$ cat config.mk
export PLATFORM = sky130hd
export DESIGN_NAME = sps_timing_ctrl
export DESIGN_NICKNAME = d
export VERILOG_FILES = /design/src/design/sps_tick_div.v /design/src/design/sps_timer.v /design/src/design/sps_timing_ctrl.v
export VERILOG_INCLUDE_DIRS = /design/src /design/src/shared
export SDC_FILE = /design/constraint.sdc
export NUM_CORES = 1
export LEC_CHECK = 0
export ABC_AREA = 1
export BUFFER_PORTS_ARGS = -buffer_cell sky130_fd_sc_hd__buf_2
export CAP_MARGIN = 20
export CORE_MARGIN = 2
export CORE_UTILIZATION = 60
export DETAILED_ROUTE_END_ITERATION = 10
export GPL_ROUTABILITY_DRIVEN = 0
export PLACE_DENSITY_LB_ADDON = 0.25
export SLEW_MARGIN = 30
export SYNTH_ARGS = -nofsm -noshare
export SYNTH_HDL_FRONTEND = slang
export SYNTH_SLANG_ARGS = --single-unit
$ cat constraint.sdc
create_clock -name clock_i -period 2.3 [get_ports clock_i]
set_clock_uncertainty 0.2 [all_clocks]
set_input_delay 0.46 -clock clock_i [delete_from_list [all_inputs] [get_ports clock_i]]
set_output_delay 0.46 -clock clock_i [all_outputs]
set_load 0.02 [all_outputs]
$ cat src/shared/sps_defs.vh
`ifndef SPS_DEFS_VH
`define SPS_DEFS_VH

// clock and common time base
`define SPS_CLK_NS          10
`define SPS_TICK_US         16
`define SPS_TICK_CYC        ((`SPS_TICK_US * 1000) / `SPS_CLK_NS)
`define SPS_TW              20

// pause timer and external-input timeout
`define SPS_PAUSE_BASE_US   512
`define SPS_PAUSE_BASE_TK   (`SPS_PAUSE_BASE_US / `SPS_TICK_US)
`define SPS_TIMEOUT_MS      500
`define SPS_TIMEOUT_TK      ((`SPS_TIMEOUT_MS * 1000) / `SPS_TICK_US)

// reset release unit 1.024 ms, linear range end
`define SPS_RST_UNIT_US     1024
`define SPS_RST_UNIT_TK     (`SPS_RST_UNIT_US / `SPS_TICK_US)
`define SPS_RST_LIN_MAX     31
`define SPS_RST_MULT        32

// oscillator stabilization times in ms
`define SPS_STAB1_MS        520
`define SPS_STAB2_MS        1000
`define SPS_STAB3_MS        1500
`define SPS_STAB4_MS        2100
`define SPS_STAB5_MS        2600
`define SPS_STAB6_MS        3100
`define SPS_STAB7_MS        3600
`define SPS_MS_TK(ms)       (((ms) * 1000) / `SPS_TICK_US)
`define SPS_OSC_START_FALLS 3

// register offsets
`define SPS_ADDR_STEPS      8'h92
`define SPS_ADDR_PAUSE      8'h97
`define SPS_ADDR_OSC        8'h98
`define SPS_ADDR_RST        8'h99

// reset values
`define SPS_RST_STEPS       8'h00
`define SPS_RST_PAUSE       8'h00
`define SPS_RST_OSC         8'h00
`define SPS_RST_RSTREG      8'h00

// step register fields
`define SPS_F_CLKSTEP       7:4
`define SPS_F_PAUSESTEP     3:0
// pause register fields
`define SPS_F_DIR           7:6
`define SPS_B_TIMEOUT       5
`define SPS_B_MODE          4
`define SPS_F_PTIME         3:0
// oscillator register fields
`define SPS_B_OUTEN         7
`define SPS_B_RTCGATE       6
`define SPS_B_OUTGATE       5
`define SPS_B_DLYMODE       4
`define SPS_B_CRYSTAL       3
`define SPS_F_STAB          2:0
// reset register fields
`define SPS_F_EVENT         7:6
`define SPS_F_RTIME         5:0

// reset start events
`define SPS_EV_WAKE         2'h0
`define SPS_EV_SYS          2'h1
`define SPS_EV_PWR          2'h2
`define SPS_EV_RSTEXIT      2'h3

`endif

$ cat src/design/sps_tick_div.v
`timescale 1ns/1ps
`default_nettype none
module sps_tick_div #(
	parameter DIV = 1600
) (
	// clock and reset
	input  wire        clock_i,
	input  wire        rst_b_i,
	// control
	input  wire        restart_i,
	output reg         tick_o
);
	reg [15:0] cnt;

	// restart aligns the first tick to a full period after a load
	always @(posedge clock_i) begin
		if (!rst_b_i || restart_i) begin
			cnt    <= 16'h0000;
			tick_o <= 1'b0;
		end else if (cnt == DIV[15:0] - 16'h0001) begin
			cnt    <= 16'h0000;
			tick_o <= 1'b1;
		end else begin
			cnt    <= cnt + 16'h0001;
			tick_o <= 1'b0;
		end
	end
endmodule // sps_tick_div
`default_nettype wire

$ cat src/design/sps_timer.v
`timescale 1ns/1ps
`default_nettype none
`include "sps_defs.vh"
module sps_timer (
	// clock and reset
	input  wire               clock_i,
	input  wire               rst_b_i,
	// control
	input  wire               load_i,
	input  wire               stop_i,
	input  wire [`SPS_TW-1:0] len_i,
	input  wire               tick_i,
	// status
	output wire               busy_o,
	output reg                done_o
);
	reg [`SPS_TW-1:0] remain;

	assign busy_o = (remain != {`SPS_TW{1'b0}});

	always @(posedge clock_i) begin
		if (!rst_b_i || stop_i) begin
			remain <= {`SPS_TW{1'b0}};
			done_o <= 1'b0;
		end else if (load_i) begin
			remain <= len_i;
			done_o <= 1'b0;
		end else if (tick_i && busy_o) begin
			remain <= remain - {{(`SPS_TW-1){1'b0}}, 1'b1};
			done_o <= (remain == {{(`SPS_TW-1){1'b0}}, 1'b1});
		end else begin
			done_o <= 1'b0;
		end
	end
endmodule // sps_timer
`default_nettype wire

$ cat src/design/sps_timing_ctrl.v
// Functional notes
// RULE1 - direction field: never, up only, down only, or both directions
// RULE2 - mode clear: hold at pause step until sync input is active
// RULE3 - mode set: start internal timer at pause step, hold until expiry
// RULE4 - timeout bit limits external wait to 500 ms; ignored in timer mode
// RULE5 - pause time doubles per code from 512 us up to 8.4 s
// RULE6 - pause code zero adds no delay beyond normal slot time
// RULE7 - output enable bit drives slow clock onto outputs, possibly delayed
// RULE8 - counter gating withholds crystal clock from counter until stable
// RULE9 - output gating withholds crystal clock from outputs until stable
// RULE10 - stabilization start: third falling edge, or oscillator switch-on
// RULE11 - crystal-present bit loaded from backup domain at core reset
// RULE12 - stabilization code: 000 none, then about 0.5 s steps to 3.6 s
// RULE13 - event select: wake, system up, power up, or leaving reset mode
// RULE14 - reset timer zero releases system reset right after the event
// RULE15 - reset timer 1 to 31 delays by value times 1.024 ms
// RULE16 - reset timer 32 to 63 delays 1.024 ms times 32 times (value-31)
// RULE17 - pause acts at the step held in the pause step field
// RULE18 - slow clocks are enabled at the step held in clock step field
// RULE19 - once pause condition is met the sequencer moves to next slot
// RULE20 - host must drive sync input active, else stall without timeout
`timescale 1ns/1ps
`default_nettype none
`include "sps_defs.vh"
module sps_timing_ctrl #(
	parameter TICK_CYC = `SPS_TICK_CYC
) (
	// clock and reset
	input  wire       clock_i,
	input  wire       rst_b_i,
	// register port
	input  wire [7:0] reg_addr_i,
	input  wire       reg_wr_i,
	input  wire       reg_rd_i,
	input  wire [7:0] reg_wdata_i,
	output reg  [7:0] reg_rdata_o,
	// sequencer
	input  wire       seq_step_start_i,
	input  wire [3:0] seq_step_i,
	input  wire       seq_dir_up_i,
	output reg        seq_hold_o,
	// host side
	input  wire       sync_input_pin_i,
	output reg        system_reset_n_o,
	// reset release events
	input  wire       external_wake_event_i,
	input  wire       system_domain_up_i,
	input  wire       power_domain_up_i,
	input  wire       reset_mode_exit_i,
	input  wire       reset_mode_enter_i,
	// oscillator
	input  wire       backup_crystal_i,
	input  wire       osc_on_i,
	input  wire       osc_clk_i,
	output reg        rtc_clock_o,
	output reg        slow_clock_output_o
);
	localparam P_IDLE  = 2'd0;
	localparam P_TIMER = 2'd1;
	localparam P_EXT   = 2'd2;

	reg  [7:0]         steps_reg, pause_reg, osc_reg, rst_reg;
	reg  [1:0]         pstate, next_pstate, falls;
	reg                crystal_pending, clk_step_reached;
	reg                stab_expired, rst_pending;
	reg                next_hold, p_load, stab_load, ev_hit;
	reg                osc_on_q, osc_clk_q;
	reg  [`SPS_TW-1:0] p_len, stab_len, r_len;
	reg  [31:0]        stab_ticks;
	wire               p_tick, s_tick, r_tick;
	wire               p_done, s_done, r_done;
	wire               r_load, dir_ok, at_pause, stab_ok;
	wire [31:0]        p_ticks, to_ticks, r_ticks;
	wire [5:0]         rtime;

	// register writes; crystal bit fetched once after reset release
	always @(posedge clock_i) begin
		if (!rst_b_i) begin
			steps_reg       <= `SPS_RST_STEPS;
			pause_reg       <= `SPS_RST_PAUSE;
			osc_reg         <= `SPS_RST_OSC;
			rst_reg         <= `SPS_RST_RSTREG;
			crystal_pending <= 1'b1;
		end else begin
			crystal_pending <= 1'b0;
			if (reg_wr_i && reg_addr_i == `SPS_ADDR_STEPS) begin
				steps_reg <= reg_wdata_i;
			end
			if (reg_wr_i && reg_addr_i == `SPS_ADDR_PAUSE) begin
				pause_reg <= reg_wdata_i;
			end
			if (reg_wr_i && reg_addr_i == `SPS_ADDR_OSC) begin
				osc_reg <= reg_wdata_i;
			end
			if (crystal_pending) begin
				osc_reg[`SPS_B_CRYSTAL] <= backup_crystal_i; // RULE11
			end
			if (reg_wr_i && reg_addr_i == `SPS_ADDR_RST) begin
				rst_reg <= reg_wdata_i;
			end
		end
	end

	// unmapped addresses read as zero
	always @(posedge clock_i) begin
		if (!rst_b_i) begin
			reg_rdata_o <= 8'h00;
		end else if (reg_rd_i) begin
			case (reg_addr_i)
				`SPS_ADDR_STEPS: reg_rdata_o <= steps_reg;
				`SPS_ADDR_PAUSE: reg_rdata_o <= pause_reg;
				`SPS_ADDR_OSC:   reg_rdata_o <= osc_reg;
				`SPS_ADDR_RST:   reg_rdata_o <= rst_reg;
				default:         reg_rdata_o <= 8'h00;
			endcase
		end
	end

	// pause step
	assign dir_ok = seq_dir_up_i ? pause_reg[6] : pause_reg[7]; // RULE1
	assign at_pause = seq_step_start_i && dir_ok &&
		(seq_step_i == steps_reg[`SPS_F_PAUSESTEP]); // RULE17
	assign p_ticks = `SPS_PAUSE_BASE_TK <<
		(pause_reg[`SPS_F_PTIME] - 4'h1); // RULE5
	assign to_ticks = `SPS_TIMEOUT_TK; // RULE4

	always @* begin
		next_pstate = pstate;
		next_hold   = seq_hold_o;
		p_load      = 1'b0;
		p_len       = p_ticks[`SPS_TW-1:0];
		case (pstate)
			P_IDLE: begin
				if (at_pause && pause_reg[`SPS_B_MODE]) begin
					// code zero: ordinary slot time only
					if (pause_reg[`SPS_F_PTIME] != 4'h0) begin // RULE6
						next_pstate = P_TIMER; // RULE3
						next_hold   = 1'b1;
						p_load      = 1'b1;
					end
				end else if (at_pause && !sync_input_pin_i) begin
					next_pstate = P_EXT; // RULE2
					next_hold   = 1'b1;
					p_load      = pause_reg[`SPS_B_TIMEOUT]; // RULE4
					p_len       = to_ticks[`SPS_TW-1:0];
				end
			end
			P_TIMER: begin
				if (p_done) begin
					next_pstate = P_IDLE; // RULE19
					next_hold   = 1'b0;
				end
			end
			P_EXT: begin
				// without timeout this waits on the host forever
				if (sync_input_pin_i || p_done) begin // RULE20
					next_pstate = P_IDLE; // RULE19
					next_hold   = 1'b0;
				end
			end
			default: begin
				next_pstate = P_IDLE;
				next_hold   = 1'b0;
			end
		endcase
	end

	always @(posedge clock_i) begin
		if (!rst_b_i) begin
			pstate     <= P_IDLE;
			seq_hold_o <= 1'b0;
		end else begin
			pstate     <= next_pstate;
			seq_hold_o <= next_hold;
		end
	end

	sps_tick_div #(.DIV(TICK_CYC)) u_ptick (
		.clock_i   (clock_i),
		.rst_b_i   (rst_b_i),
		.restart_i (p_load),
		.tick_o    (p_tick)
	);

	sps_timer u_ptimer (
		.clock_i (clock_i),
		.rst_b_i (rst_b_i),
		.load_i  (p_load),
		.stop_i  (next_pstate == P_IDLE),
		.len_i   (p_len),
		.tick_i  (p_tick),
		.busy_o  (),
		.done_o  (p_done)
	);

	// oscillator stabilization
	always @* begin
		case (osc_reg[`SPS_F_STAB]) // RULE12
			3'd1:    stab_ticks = `SPS_MS_TK(`SPS_STAB1_MS);
			3'd2:    stab_ticks = `SPS_MS_TK(`SPS_STAB2_MS);
			3'd3:    stab_ticks = `SPS_MS_TK(`SPS_STAB3_MS);
			3'd4:    stab_ticks = `SPS_MS_TK(`SPS_STAB4_MS);
			3'd5:    stab_ticks = `SPS_MS_TK(`SPS_STAB5_MS);
			3'd6:    stab_ticks = `SPS_MS_TK(`SPS_STAB6_MS);
			3'd7:    stab_ticks = `SPS_MS_TK(`SPS_STAB7_MS);
			default: stab_ticks = 32'h0000_0000;
		endcase
		stab_len = stab_ticks[`SPS_TW-1:0];
	end

	always @* begin
		if (osc_reg[`SPS_B_DLYMODE]) begin
			stab_load = osc_on_i && !osc_on_q; // RULE10
		end else begin
			stab_load = osc_on_i && osc_clk_q && !osc_clk_i &&
				(falls == `SPS_OSC_START_FALLS - 1); // RULE10
		end
	end

	always @(posedge clock_i) begin
		if (!rst_b_i) begin
			osc_on_q     <= 1'b0;
			osc_clk_q    <= 1'b0;
			falls        <= 2'd0;
			stab_expired <= 1'b0;
		end else begin
			osc_on_q  <= osc_on_i;
			osc_clk_q <= osc_clk_i;
			if (!osc_on_i) begin
				falls        <= 2'd0;
				stab_expired <= 1'b0;
			end else begin
				// saturate so a late mode change cannot restart
				if (osc_clk_q && !osc_clk_i && falls != 2'd3) begin
					falls <= falls + 2'd1;
				end
				if (s_done) begin
					stab_expired <= 1'b1;
				end
			end
		end
	end

	assign stab_ok = osc_on_i && (stab_expired ||
		osc_reg[`SPS_F_STAB] == 3'd0); // RULE12

	sps_tick_div #(.DIV(TICK_CYC)) u_stick (
		.clock_i   (clock_i),
		.rst_b_i   (rst_b_i),
		.restart_i (stab_load),
		.tick_o    (s_tick)
	);

	sps_timer u_stimer (
		.clock_i (clock_i),
		.rst_b_i (rst_b_i),
		.load_i  (stab_load),
		.stop_i  (!osc_on_i),
		.len_i   (stab_len),
		.tick_i  (s_tick),
		.busy_o  (),
		.done_o  (s_done)
	);

	// slow clock distribution, one cycle behind the oscillator
	always @(posedge clock_i) begin
		if (!rst_b_i) begin
			clk_step_reached    <= 1'b0;
			rtc_clock_o         <= 1'b0;
			slow_clock_output_o <= 1'b0;
		end else begin
			if (seq_step_start_i &&
				seq_step_i == steps_reg[`SPS_F_CLKSTEP]) begin
				clk_step_reached <= seq_dir_up_i; // RULE18
			end
			rtc_clock_o <= clk_step_reached && osc_clk_i &&
				(!osc_reg[`SPS_B_RTCGATE] || stab_ok); // RULE8
			slow_clock_output_o <= clk_step_reached && osc_clk_i &&
				osc_reg[`SPS_B_OUTEN] && // RULE7
				(!osc_reg[`SPS_B_OUTGATE] || stab_ok); // RULE9
		end
	end

	// reset release timer
	assign rtime = rst_reg[`SPS_F_RTIME];
	assign r_ticks = (rtime <= `SPS_RST_LIN_MAX) ?
		`SPS_RST_UNIT_TK * rtime : // RULE15
		`SPS_RST_UNIT_TK * `SPS_RST_MULT *
		(rtime - `SPS_RST_LIN_MAX); // RULE16
	always @* begin
		r_len = r_ticks[`SPS_TW-1:0];
		case (rst_reg[`SPS_F_EVENT]) // RULE13
			`SPS_EV_WAKE:    ev_hit = external_wake_event_i;
			`SPS_EV_SYS:     ev_hit = system_domain_up_i;
			`SPS_EV_PWR:     ev_hit = power_domain_up_i;
			`SPS_EV_RSTEXIT: ev_hit = reset_mode_exit_i;
			default:         ev_hit = 1'b0;
		endcase
	end
	assign r_load = ev_hit && !system_reset_n_o && !reset_mode_enter_i;

	always @(posedge clock_i) begin
		if (!rst_b_i) begin
			system_reset_n_o <= 1'b0;
			rst_pending      <= 1'b0;
		end else if (reset_mode_enter_i) begin
			system_reset_n_o <= 1'b0;
			rst_pending      <= 1'b0;
		end else if (r_load && rtime == 6'h00) begin
			system_reset_n_o <= 1'b1; // RULE14
		end else if (r_load) begin
			rst_pending <= 1'b1;
		end else if (rst_pending && r_done) begin
			rst_pending      <= 1'b0;
			system_reset_n_o <= 1'b1; // RULE15
		end
	end

	sps_tick_div #(.DIV(TICK_CYC)) u_rtick (
		.clock_i   (clock_i),
		.rst_b_i   (rst_b_i),
		.restart_i (r_load),
		.tick_o    (r_tick)
	);

	sps_timer u_rtimer (
		.clock_i (clock_i),
		.rst_b_i (rst_b_i),
		.load_i  (r_load),
		.stop_i  (reset_mode_enter_i),
		.len_i   (r_len),
		.tick_i  (r_tick),
		.busy_o  (),
		.done_o  (r_done)
	);
endmodule // sps_timing_ctrl
`default_nettype wire

==> impl_metrics.json, run 1 <==
{
  "drt-total-wl_um": 23060,
  "setup_violations": 0,
  "worst-r2r-cell-count": 12,
  "top_regs": "u_ptimer.remain: 20 flops, u_rtimer.remain: 20 flops, u_stimer.remain: 20 flops",
  "first_pass_iters": 5,
  "maxCapViolCount": 0,
  "cts_buffers": 17,
  "async_flop_share_pct": 0,
  "die_x_um": 127.4,
  "layout_commonest_cell": "sky130_fd_sc_hd__nand2_1",
  "timing_worst_slew_pin_value_ps": 490.1,
  "ctsHtreeMaxLevel": 4,
  "chipHeight_um": 127.4,
  "fin_setup_tns_ps": 0,
  "row_count": 45,
  "mappedNetlistArea_um2": 9134,
  "hold_path.class": "primary input to flop",
  "clk_pin_slew_worst_paths_ps": 70,
  "critical_path.top_delay_family": "simple AND/OR/NAND/NOR gates",
  "critical-path-top-cell-by-count": "sky130_fd_sc_hd__nor2_1",
  "sequential_fraction_of_the_synthesis_area_pct": 36.82,
  "clockBufferDepth": 2,
  "synth_cells": 1364,
  "drive_gt1_share_pct": 11.93,
  "worst_r2r_startpoint": "u_ptimer.remain[0]$_SDFFE_PP0P_",
  "viasPerCell": 5.574,
  "tritoncts": "yes",
  "yosys.area.top_type_share_pct": 36.82,
  "first_global_vias": 8387,
  "ys_seq_elements": 168,
  "placeableCoreArea_um2": 15030,
  "die_footprint_um2": 16230,
  "post-cts-setup-buffers": 0,
  "static-leakage-power_nw": 4.577,
  "num_vias": 9131,
  "initial_core_util_pct": 60.76,
  "grt_setup_unrepaired": "false",
  "pin_count_of_the_biggest_net_entering_global_routing": 26,
  "met1_length_um": 10140,
  "ys.warnings.count": 0,
  "outcome": "finished clean",
  "finalWorstPathRequiredPeriod_ps": 2127,
  "finalNetCount": 1488,
  "critical_path_cell_count": 12,
  "antenna_left": 0,
  "synth_enable_flop_cells": 0,
  "drt-initial-drc-count": 793,
  "synth-main-ff-cell": "sky130_fd_sc_hd__dfxtp_1",
  "fmax_mhz": 470.1,
  "pre_cts_ws_ps": 202.2,
  "average_instance_area_after_synthesis_um2": 6.696,
  "post_synth_main_area_contributors": "sky130_fd_sc_hd__dfxtp_1, sky130_fd_sc_hd__nand2_1, sky130_fd_sc_hd__inv_1, sky130_fd_sc_hd__nand3_1, sky130_fd_sc_hd__nor2_1",
  "p_per_area_nw_per_um2": 589.5,
  "synth_top_cell_by_area": "sky130_fd_sc_hd__dfxtp_1",
  "latest_clock_arrival_within_the_worst_skew_pair_ps": 430,
  "maxUsedRoutingLayer": "met4",
  "utilization_pct": 68.44,
  "r2r_setup_slack_ps": 170,
  "fillCellCount": 1299,
  "area_growth_syn_to_layout_pct": 12.64,
  "io_pins": 47,
  "layout_common_cells": "sky130_fd_sc_hd__nand2_1, sky130_fd_sc_hd__inv_1, sky130_fd_sc_hd__dfxtp_1, sky130_fd_sc_hd__nor2_1, sky130_fd_sc_hd__nand3_1",
  "wl_per_cell_um": 14.08,
  "crit_required_ps": 2430,
  "wl_met3_um": 1717,
  "cts_root_buffer": "sky130_fd_sc_hd__clkbuf_16",
  "detailed_place.area_um2": 9716,
  "timing.final.ws_setup_ps": 173.0,
  "cts.sinks": 168,
  "timing_hold_violations_final": 0,
  "grt.total_usage_pct": 29.25,
  "min_period_over_period_pct": 92.48,
  "crit_buf_inv": 2,
  "worst_setup_path_end_kind": "flop",
  "timing.critical_path.from_type": "flop",
  "timing_max_transition_violations_final": 0,
  "antenna_found_initial": 0,
  "timing.critical_path.slowest_stage_cell": "sky130_fd_sc_hd__dfxtp_1",
  "cp_slowest_stage_delay_ps": 360,
  "timing.slew.headroom_pct": 67.23,
  "overflow_left_after_global_routing": 0,
  "post-route-cell-area_um2": 10290,
  "antenna-diode-count": 0,
  "crit_end": "u_ptimer.remain[13]$_SDFFE_PP0P_",
  "global_route_wire_length_before_repair_um": 38720,
  "worst-setup-path-type": "flop to flop",
  "ys_types": 45,
  "crit_path_cell_trace": "inv_1 -> ha_1 -> nand3_1 -> nor2_1 -> nand3_1 -> nand2_2 -> inv_1 -> nand4_1 -> nand2_1 -> nand2_1 -> nor2_1 -> nor2_1",
  "syn-num-nets": 1415,
  "reg2reg_to": "u_ptimer.remain[13]$_SDFFE_PP0P_",
  "routed-wl-met2_um": 10750,
  "timing_startpoint_of_the_critical_path": "u_ptimer.remain[0]$_SDFFE_PP0P_",
  "vdd_ir_drop_max_uv": 572.6,
  "place_hpwl_um": 17250,
  "drc_errors": 0,
  "place.port_buffers": 46,
  "worstPathArrival_ps": 2260,
  "critical_path_peak_fanout": 8
}
-- layout make-up --
class	count	area (um^2)	area share (%)
Multi-Input combinational cell	964	4846	47.10
Clock buffer	21	480.5	4.670
Tap cell	188	235.2	2.286
Timing Repair Buffer	84	515.5	5.010
Clock inverter	11	90.09	0.8756
Inverter	202	758.2	7.370
Sequential cell	168	3363	32.69
-- routing by layer --
metal,GRT usage (%),vias up
met5,0,-
met4,9.696,0
met3,5.946,39
met2,48.16,340
met1,38.55,4111
li1,-,4641
-- cell usage after synthesis, types with 3 or more instances --
library cell	number
sky130_fd_sc_hd__nand2_1	251
sky130_fd_sc_hd__o21ai_0	105
sky130_fd_sc_hd__nand3_2	6
sky130_fd_sc_hd__dfxtp_1	168
sky130_fd_sc_hd__or2_2	6
sky130_fd_sc_hd__o21bai_1	5
sky130_fd_sc_hd__a21oi_1	103
sky130_fd_sc_hd__o211ai_1	6
sky130_fd_sc_hd__inv_2	18
sky130_fd_sc_hd__inv_1	184
sky130_fd_sc_hd__buf_2	6
sky130_fd_sc_hd__nand4_1	31
sky130_fd_sc_hd__nand3_1	133
sky130_fd_sc_hd__nand2_4	3
sky130_fd_sc_hd__xnor2_1	9
sky130_fd_sc_hd__buf_6	5
sky130_fd_sc_hd__nand3b_1	4
sky130_fd_sc_hd__xor2_1	21
sky130_fd_sc_hd__ha_1	16
sky130_fd_sc_hd__o21ai_1	7
sky130_fd_sc_hd__buf_4	3
sky130_fd_sc_hd__nand2_2	8
sky130_fd_sc_hd__nor2_1	156
sky130_fd_sc_hd__nor4_1	10
sky130_fd_sc_hd__nor3b_1	3
sky130_fd_sc_hd__a31oi_1	9
sky130_fd_sc_hd__nor3_1	42
sky130_fd_sc_hd__nor2_2	7
sky130_fd_sc_hd__clkbuf_1	14
-- per-stage QoR --
stage          hold slack [ps]  power (mW)  cells
2_1_floorplan            211.4       3.240   1364
3_3_place_gp             218.8       3.361   1606
3_5_place_dp             230.8       3.367   1606
4_1_cts                  51.92       6.083   1638
5_1_grt                  93.93       6.250   1638
6_report                 57.94       6.065   1638
-- kinds of logic (layout without fill, tap and decap cells) --
group                      count (synthesis)  count (layout)  synth area share [%]
AOI/OAI and AO/OA                        247             247                 14.33
xor gates and xnor gates                  30              30                 2.877
buffers and inverters                    232             318                 10.15
adders and majority gates                 16              16                 2.192
and+or+nand+nor                          671             671                 33.63
DFF                                      168             168                 36.82
-- worst min-delay path by stage --
stage                          startpoint                        end  slack, ps  cells past startpoint
3_3_place_gp   u_stimer.done_o$_SDFF_PP0_  stab_expired$_SDFFE_PN0P_        220                      2
3_5_place_dp   u_stimer.done_o$_SDFF_PP0_  stab_expired$_SDFFE_PN0P_        230                      2
2_1_floorplan  u_stimer.done_o$_SDFF_PP0_  stab_expired$_SDFFE_PN0P_        210                      2
5_1_grt                         osc_clk_i       osc_clk_q$_SDFF_PN0_         90                      3
6_report                        osc_clk_i       osc_clk_q$_SDFF_PN0_         60                      3
4_1_cts                         osc_clk_i       osc_clk_q$_SDFF_PN0_         50                      3
-- what timing repair did --
| item | in CTS | in global routing |
|---|---|---|
| setup endpoints to repair | 0 | 1 |
| hold buffers | 0 | 0 |
| resized for setup | 0 | 1 |
-- where the power goes --
group / internal [mW] / switching, mW / total (mW) / leakage (nW)
combinational: 0.124 / 0.232 / 0.355 / 2.95
clock: 1.51 / 1.24 / 2.75 / 0.270
sequential: 2.94 / 0.0204 / 2.96 / 1.36
-- tightest hold or removal path: stages --
cell	delay [ps]
sky130_fd_sc_hd__buf_2	90
sky130_fd_sc_hd__nand2_1	50
sky130_fd_sc_hd__inv_1	60
Power figures use the tool's default switching activity.
==> run 2: changes to the inputs <==
- PLACE_DENSITY: default -> 0.86
- PLACE_DENSITY_LB_ADDON: 0.25 -> default
==> run 2 against run 1 <==
  * Via count increased by 2.0%
  * Die area stayed put
  * Clock power up 9.1%
  * Sequential share of layout area is 0.24 points lower
  * Hold slack better by 37 ps
  * Critical path depth unchanged
  * Non-clock buffer count is 2 higher
  * First-iteration DRC count up 21%
  * Final cell count rose by 0.12%
  * Largest power group is now clock
==> impl_metrics.json, run 2 (synthesis gave the netlist of run 1 again) <==
{
  "cp_slowest_stage_delay_ps": 340,
  "drive_gt1_share_pct": 12.20,
  "pre_cts_ws_ps": 178.1,
  "latest_clock_arrival_within_the_worst_skew_pair_ps": 430,
  "timing_hold_violations_final": 0,
  "num_vias": 9311,
  "worst_setup_path_end_kind": "flop",
  "register_area_um2": 3364,
  "crit_buf_inv": 3,
  "place.port_buffers": 46,
  "crit_required_ps": 2460,
  "antenna_left": 0,
  "timing_max_transition_violations_final": 0,
  "viasPerCell": 5.677,
  "layout_common_cells": "sky130_fd_sc_hd__nand2_1, sky130_fd_sc_hd__inv_1, sky130_fd_sc_hd__dfxtp_1, sky130_fd_sc_hd__nor2_1, sky130_fd_sc_hd__nand3_1",
  "fillCellCount": 1269,
  "cts_buffers": 17,
  "cts.sinks": 168,
  "timing.critical_path.from_type": "flop",
  "worst-setup-path-type": "flop to flop",
  "worstPathArrival_ps": 2280,
  "setup_violations": 0,
  "die_x_um": 127.4,
  "drt-total-wl_um": 23600,
  "worst_r2r_startpoint": "u_stimer.remain[0]$_SDFFE_PN0P_",
  "critical_path.top_delay_family": "simple AND/OR/NAND/NOR gates",
  "top_regs": "u_ptimer.remain: 20 flops, u_rtimer.remain: 20 flops, u_stimer.remain: 20 flops",
  "tritoncts": "yes",
  "ctsHtreeMaxLevel": 4,
  "die_footprint_um2": 16230,
  "reg2reg_to": "u_stimer.remain[13]$_SDFFE_PN0P_",
  "r2r_setup_slack_ps": 180,
  "timing_worst_slew_pin_value_ps": 417.4,
  "crit_path_cell_trace": "inv_1 -> ha_1 -> nand2_1 -> inv_2 -> nand2_1 -> nor2_2 -> nand2_1 -> nand2_2 -> nand2_4 -> inv_4 -> nor2_1 -> a21oi_1",
  "pin_count_of_the_biggest_net_entering_global_routing": 29,
  "worst-r2r-cell-count": 12,
  "finalWorstPathRequiredPeriod_ps": 2123,
  "timing.critical_path.slowest_stage_cell": "sky130_fd_sc_hd__dfxtp_2",
  "overflow_left_after_global_routing": 0,
  "post-route-cell-area_um2": 10370,
  "wl_per_cell_um": 14.39,
  "timing.slew.headroom_pct": 72.09,
  "finalNetCount": 1490,
  "critical_path_cell_count": 12,
  "utilization_pct": 68.97,
  "outcome": "finished clean",
  "fmax_mhz": 471.0,
  "layout_commonest_cell": "sky130_fd_sc_hd__nand2_1",
  "min_period_over_period_pct": 92.32,
  "p_per_area_nw_per_um2": 609.0,
  "maxCapViolCount": 0,
  "multi_input_area_um2": 4856,
  "row_count": 45,
  "post_cts_hold_buffer_count": 0,
  "io_pins": 47,
  "place_hpwl_um": 17410,
  "antenna_found_initial": 0,
  "vdd_ir_drop_max_uv": 541.8,
  "global_route_wire_length_before_repair_um": 39890,
  "fin_setup_tns_ps": 0,
  "grt_setup_unrepaired": "false",
  "timing_startpoint_of_the_critical_path": "u_stimer.remain[0]$_SDFFE_PN0P_",
  "crit_end": "u_stimer.remain[13]$_SDFFE_PN0P_",
  "area_growth_syn_to_layout_pct": 13.52,
  "initial_core_util_pct": 60.76,
  "first_pass_iters": 5,
  "hold_path.class": "primary input to flop",
  "timing.final.ws_setup_ps": 176.7,
  "chipHeight_um": 127.4,
  "grt.total_usage_pct": 30.10,
  "drc_errors": 0,
  "critical_path_peak_fanout": 15,
  "placeableCoreArea_um2": 15030,
  "clk_pin_slew_worst_paths_ps": 70,
  "drt-initial-drc-count": 963,
  "static-leakage-power_nw": 4.610,
  "cts_root_buffer": "sky130_fd_sc_hd__clkbuf_16",
  "critical-path-top-cell-by-count": "sky130_fd_sc_hd__nand2_1",
  "first_global_vias": 8810,
  "clockBufferDepth": 2,
  "detailed_place.area_um2": 9731
}
-- run 2: worst register-to-register path: cells and delay by family, from the launching register on --
kind	cells	cell delay, ps
buffers and inverters	3	350
AO/OA/AOI/OAI	1	160
AND/OR/NAND/NOR	7	810
adder cells (fa/ha/maj)	1	190
flip-flops	1	340
-- run 2: routing by layer --
| metal | global-route usage (%) | up-vias | share of wire (%) |
|---|---|---|---|
| li1 | - | 4638 | - |
| met1 | 37.53 | 4237 | 43 |
| met2 | 50.11 | 361 | 46 |
| met3 | 6.449 | 75 | 7.1 |
| met4 | 13.64 | 0 | 4.0 |
| met5 | 0 | - | 0 |
-- run 2: cell type report --
class / count / area share (%)
flip-flops and latches: 168 / 32.45
repair buffers: 86 / 5.116
inverters: 202 / 7.337
diodes: 1 / 0.02413
multi-input cells: 964 / 46.83
well taps: 188 / 2.269
clock inverters: 12 / 1.605
clock buffers: 19 / 4.368
-- run 2: worst min path at each step --
stage | from | endpoint | slack [ps] | depth (start not counted)
6_report | osc_clk_i | osc_clk_q$_SDFF_PN0_ | 100 | 3
5_1_grt | osc_clk_i | osc_clk_q$_SDFF_PN0_ | 80 | 3
4_1_cts | osc_clk_i | osc_clk_q$_SDFF_PN0_ | 80 | 3
3_5_place_dp | u_stick.cnt[0]$_SDFF_PP0_ | u_stick.cnt[0]$_SDFF_PP0_ | 240 | 1
3_3_place_gp | u_stimer.done_o$_SDFF_PP0_ | stab_expired$_SDFFE_PN0P_ | 220 | 2
2_1_floorplan | u_stimer.done_o$_SDFF_PP0_ | stab_expired$_SDFFE_PN0P_ | 210 | 2
-- run 2: power breakdown --
group	switching, mW	internal [mW]
Combinational	0.234	0.123
Sequential	0.0199	2.94
Clock	1.22	1.78
-- run 2: repair_timing --
| item | CTS | global route |
|---|---|---|
| buffers inserted | 0 | 0 |
| resized for setup | 0 | 5 |
| endpoints found under the setup margin | 0 | 13 |
-- run 2: stage by stage --
step / total power, mW / hold WS (ps) / cells
after floorplan: 3.240 / 211.4 / 1364
after global placement: 3.357 / 216.2 / 1608
after detailed placement: 3.366 / 243.6 / 1608
after CTS: 6.336 / 81.26 / 1639
after global routing: 6.540 / 77.08 / 1639
final: 6.315 / 95.04 / 1640
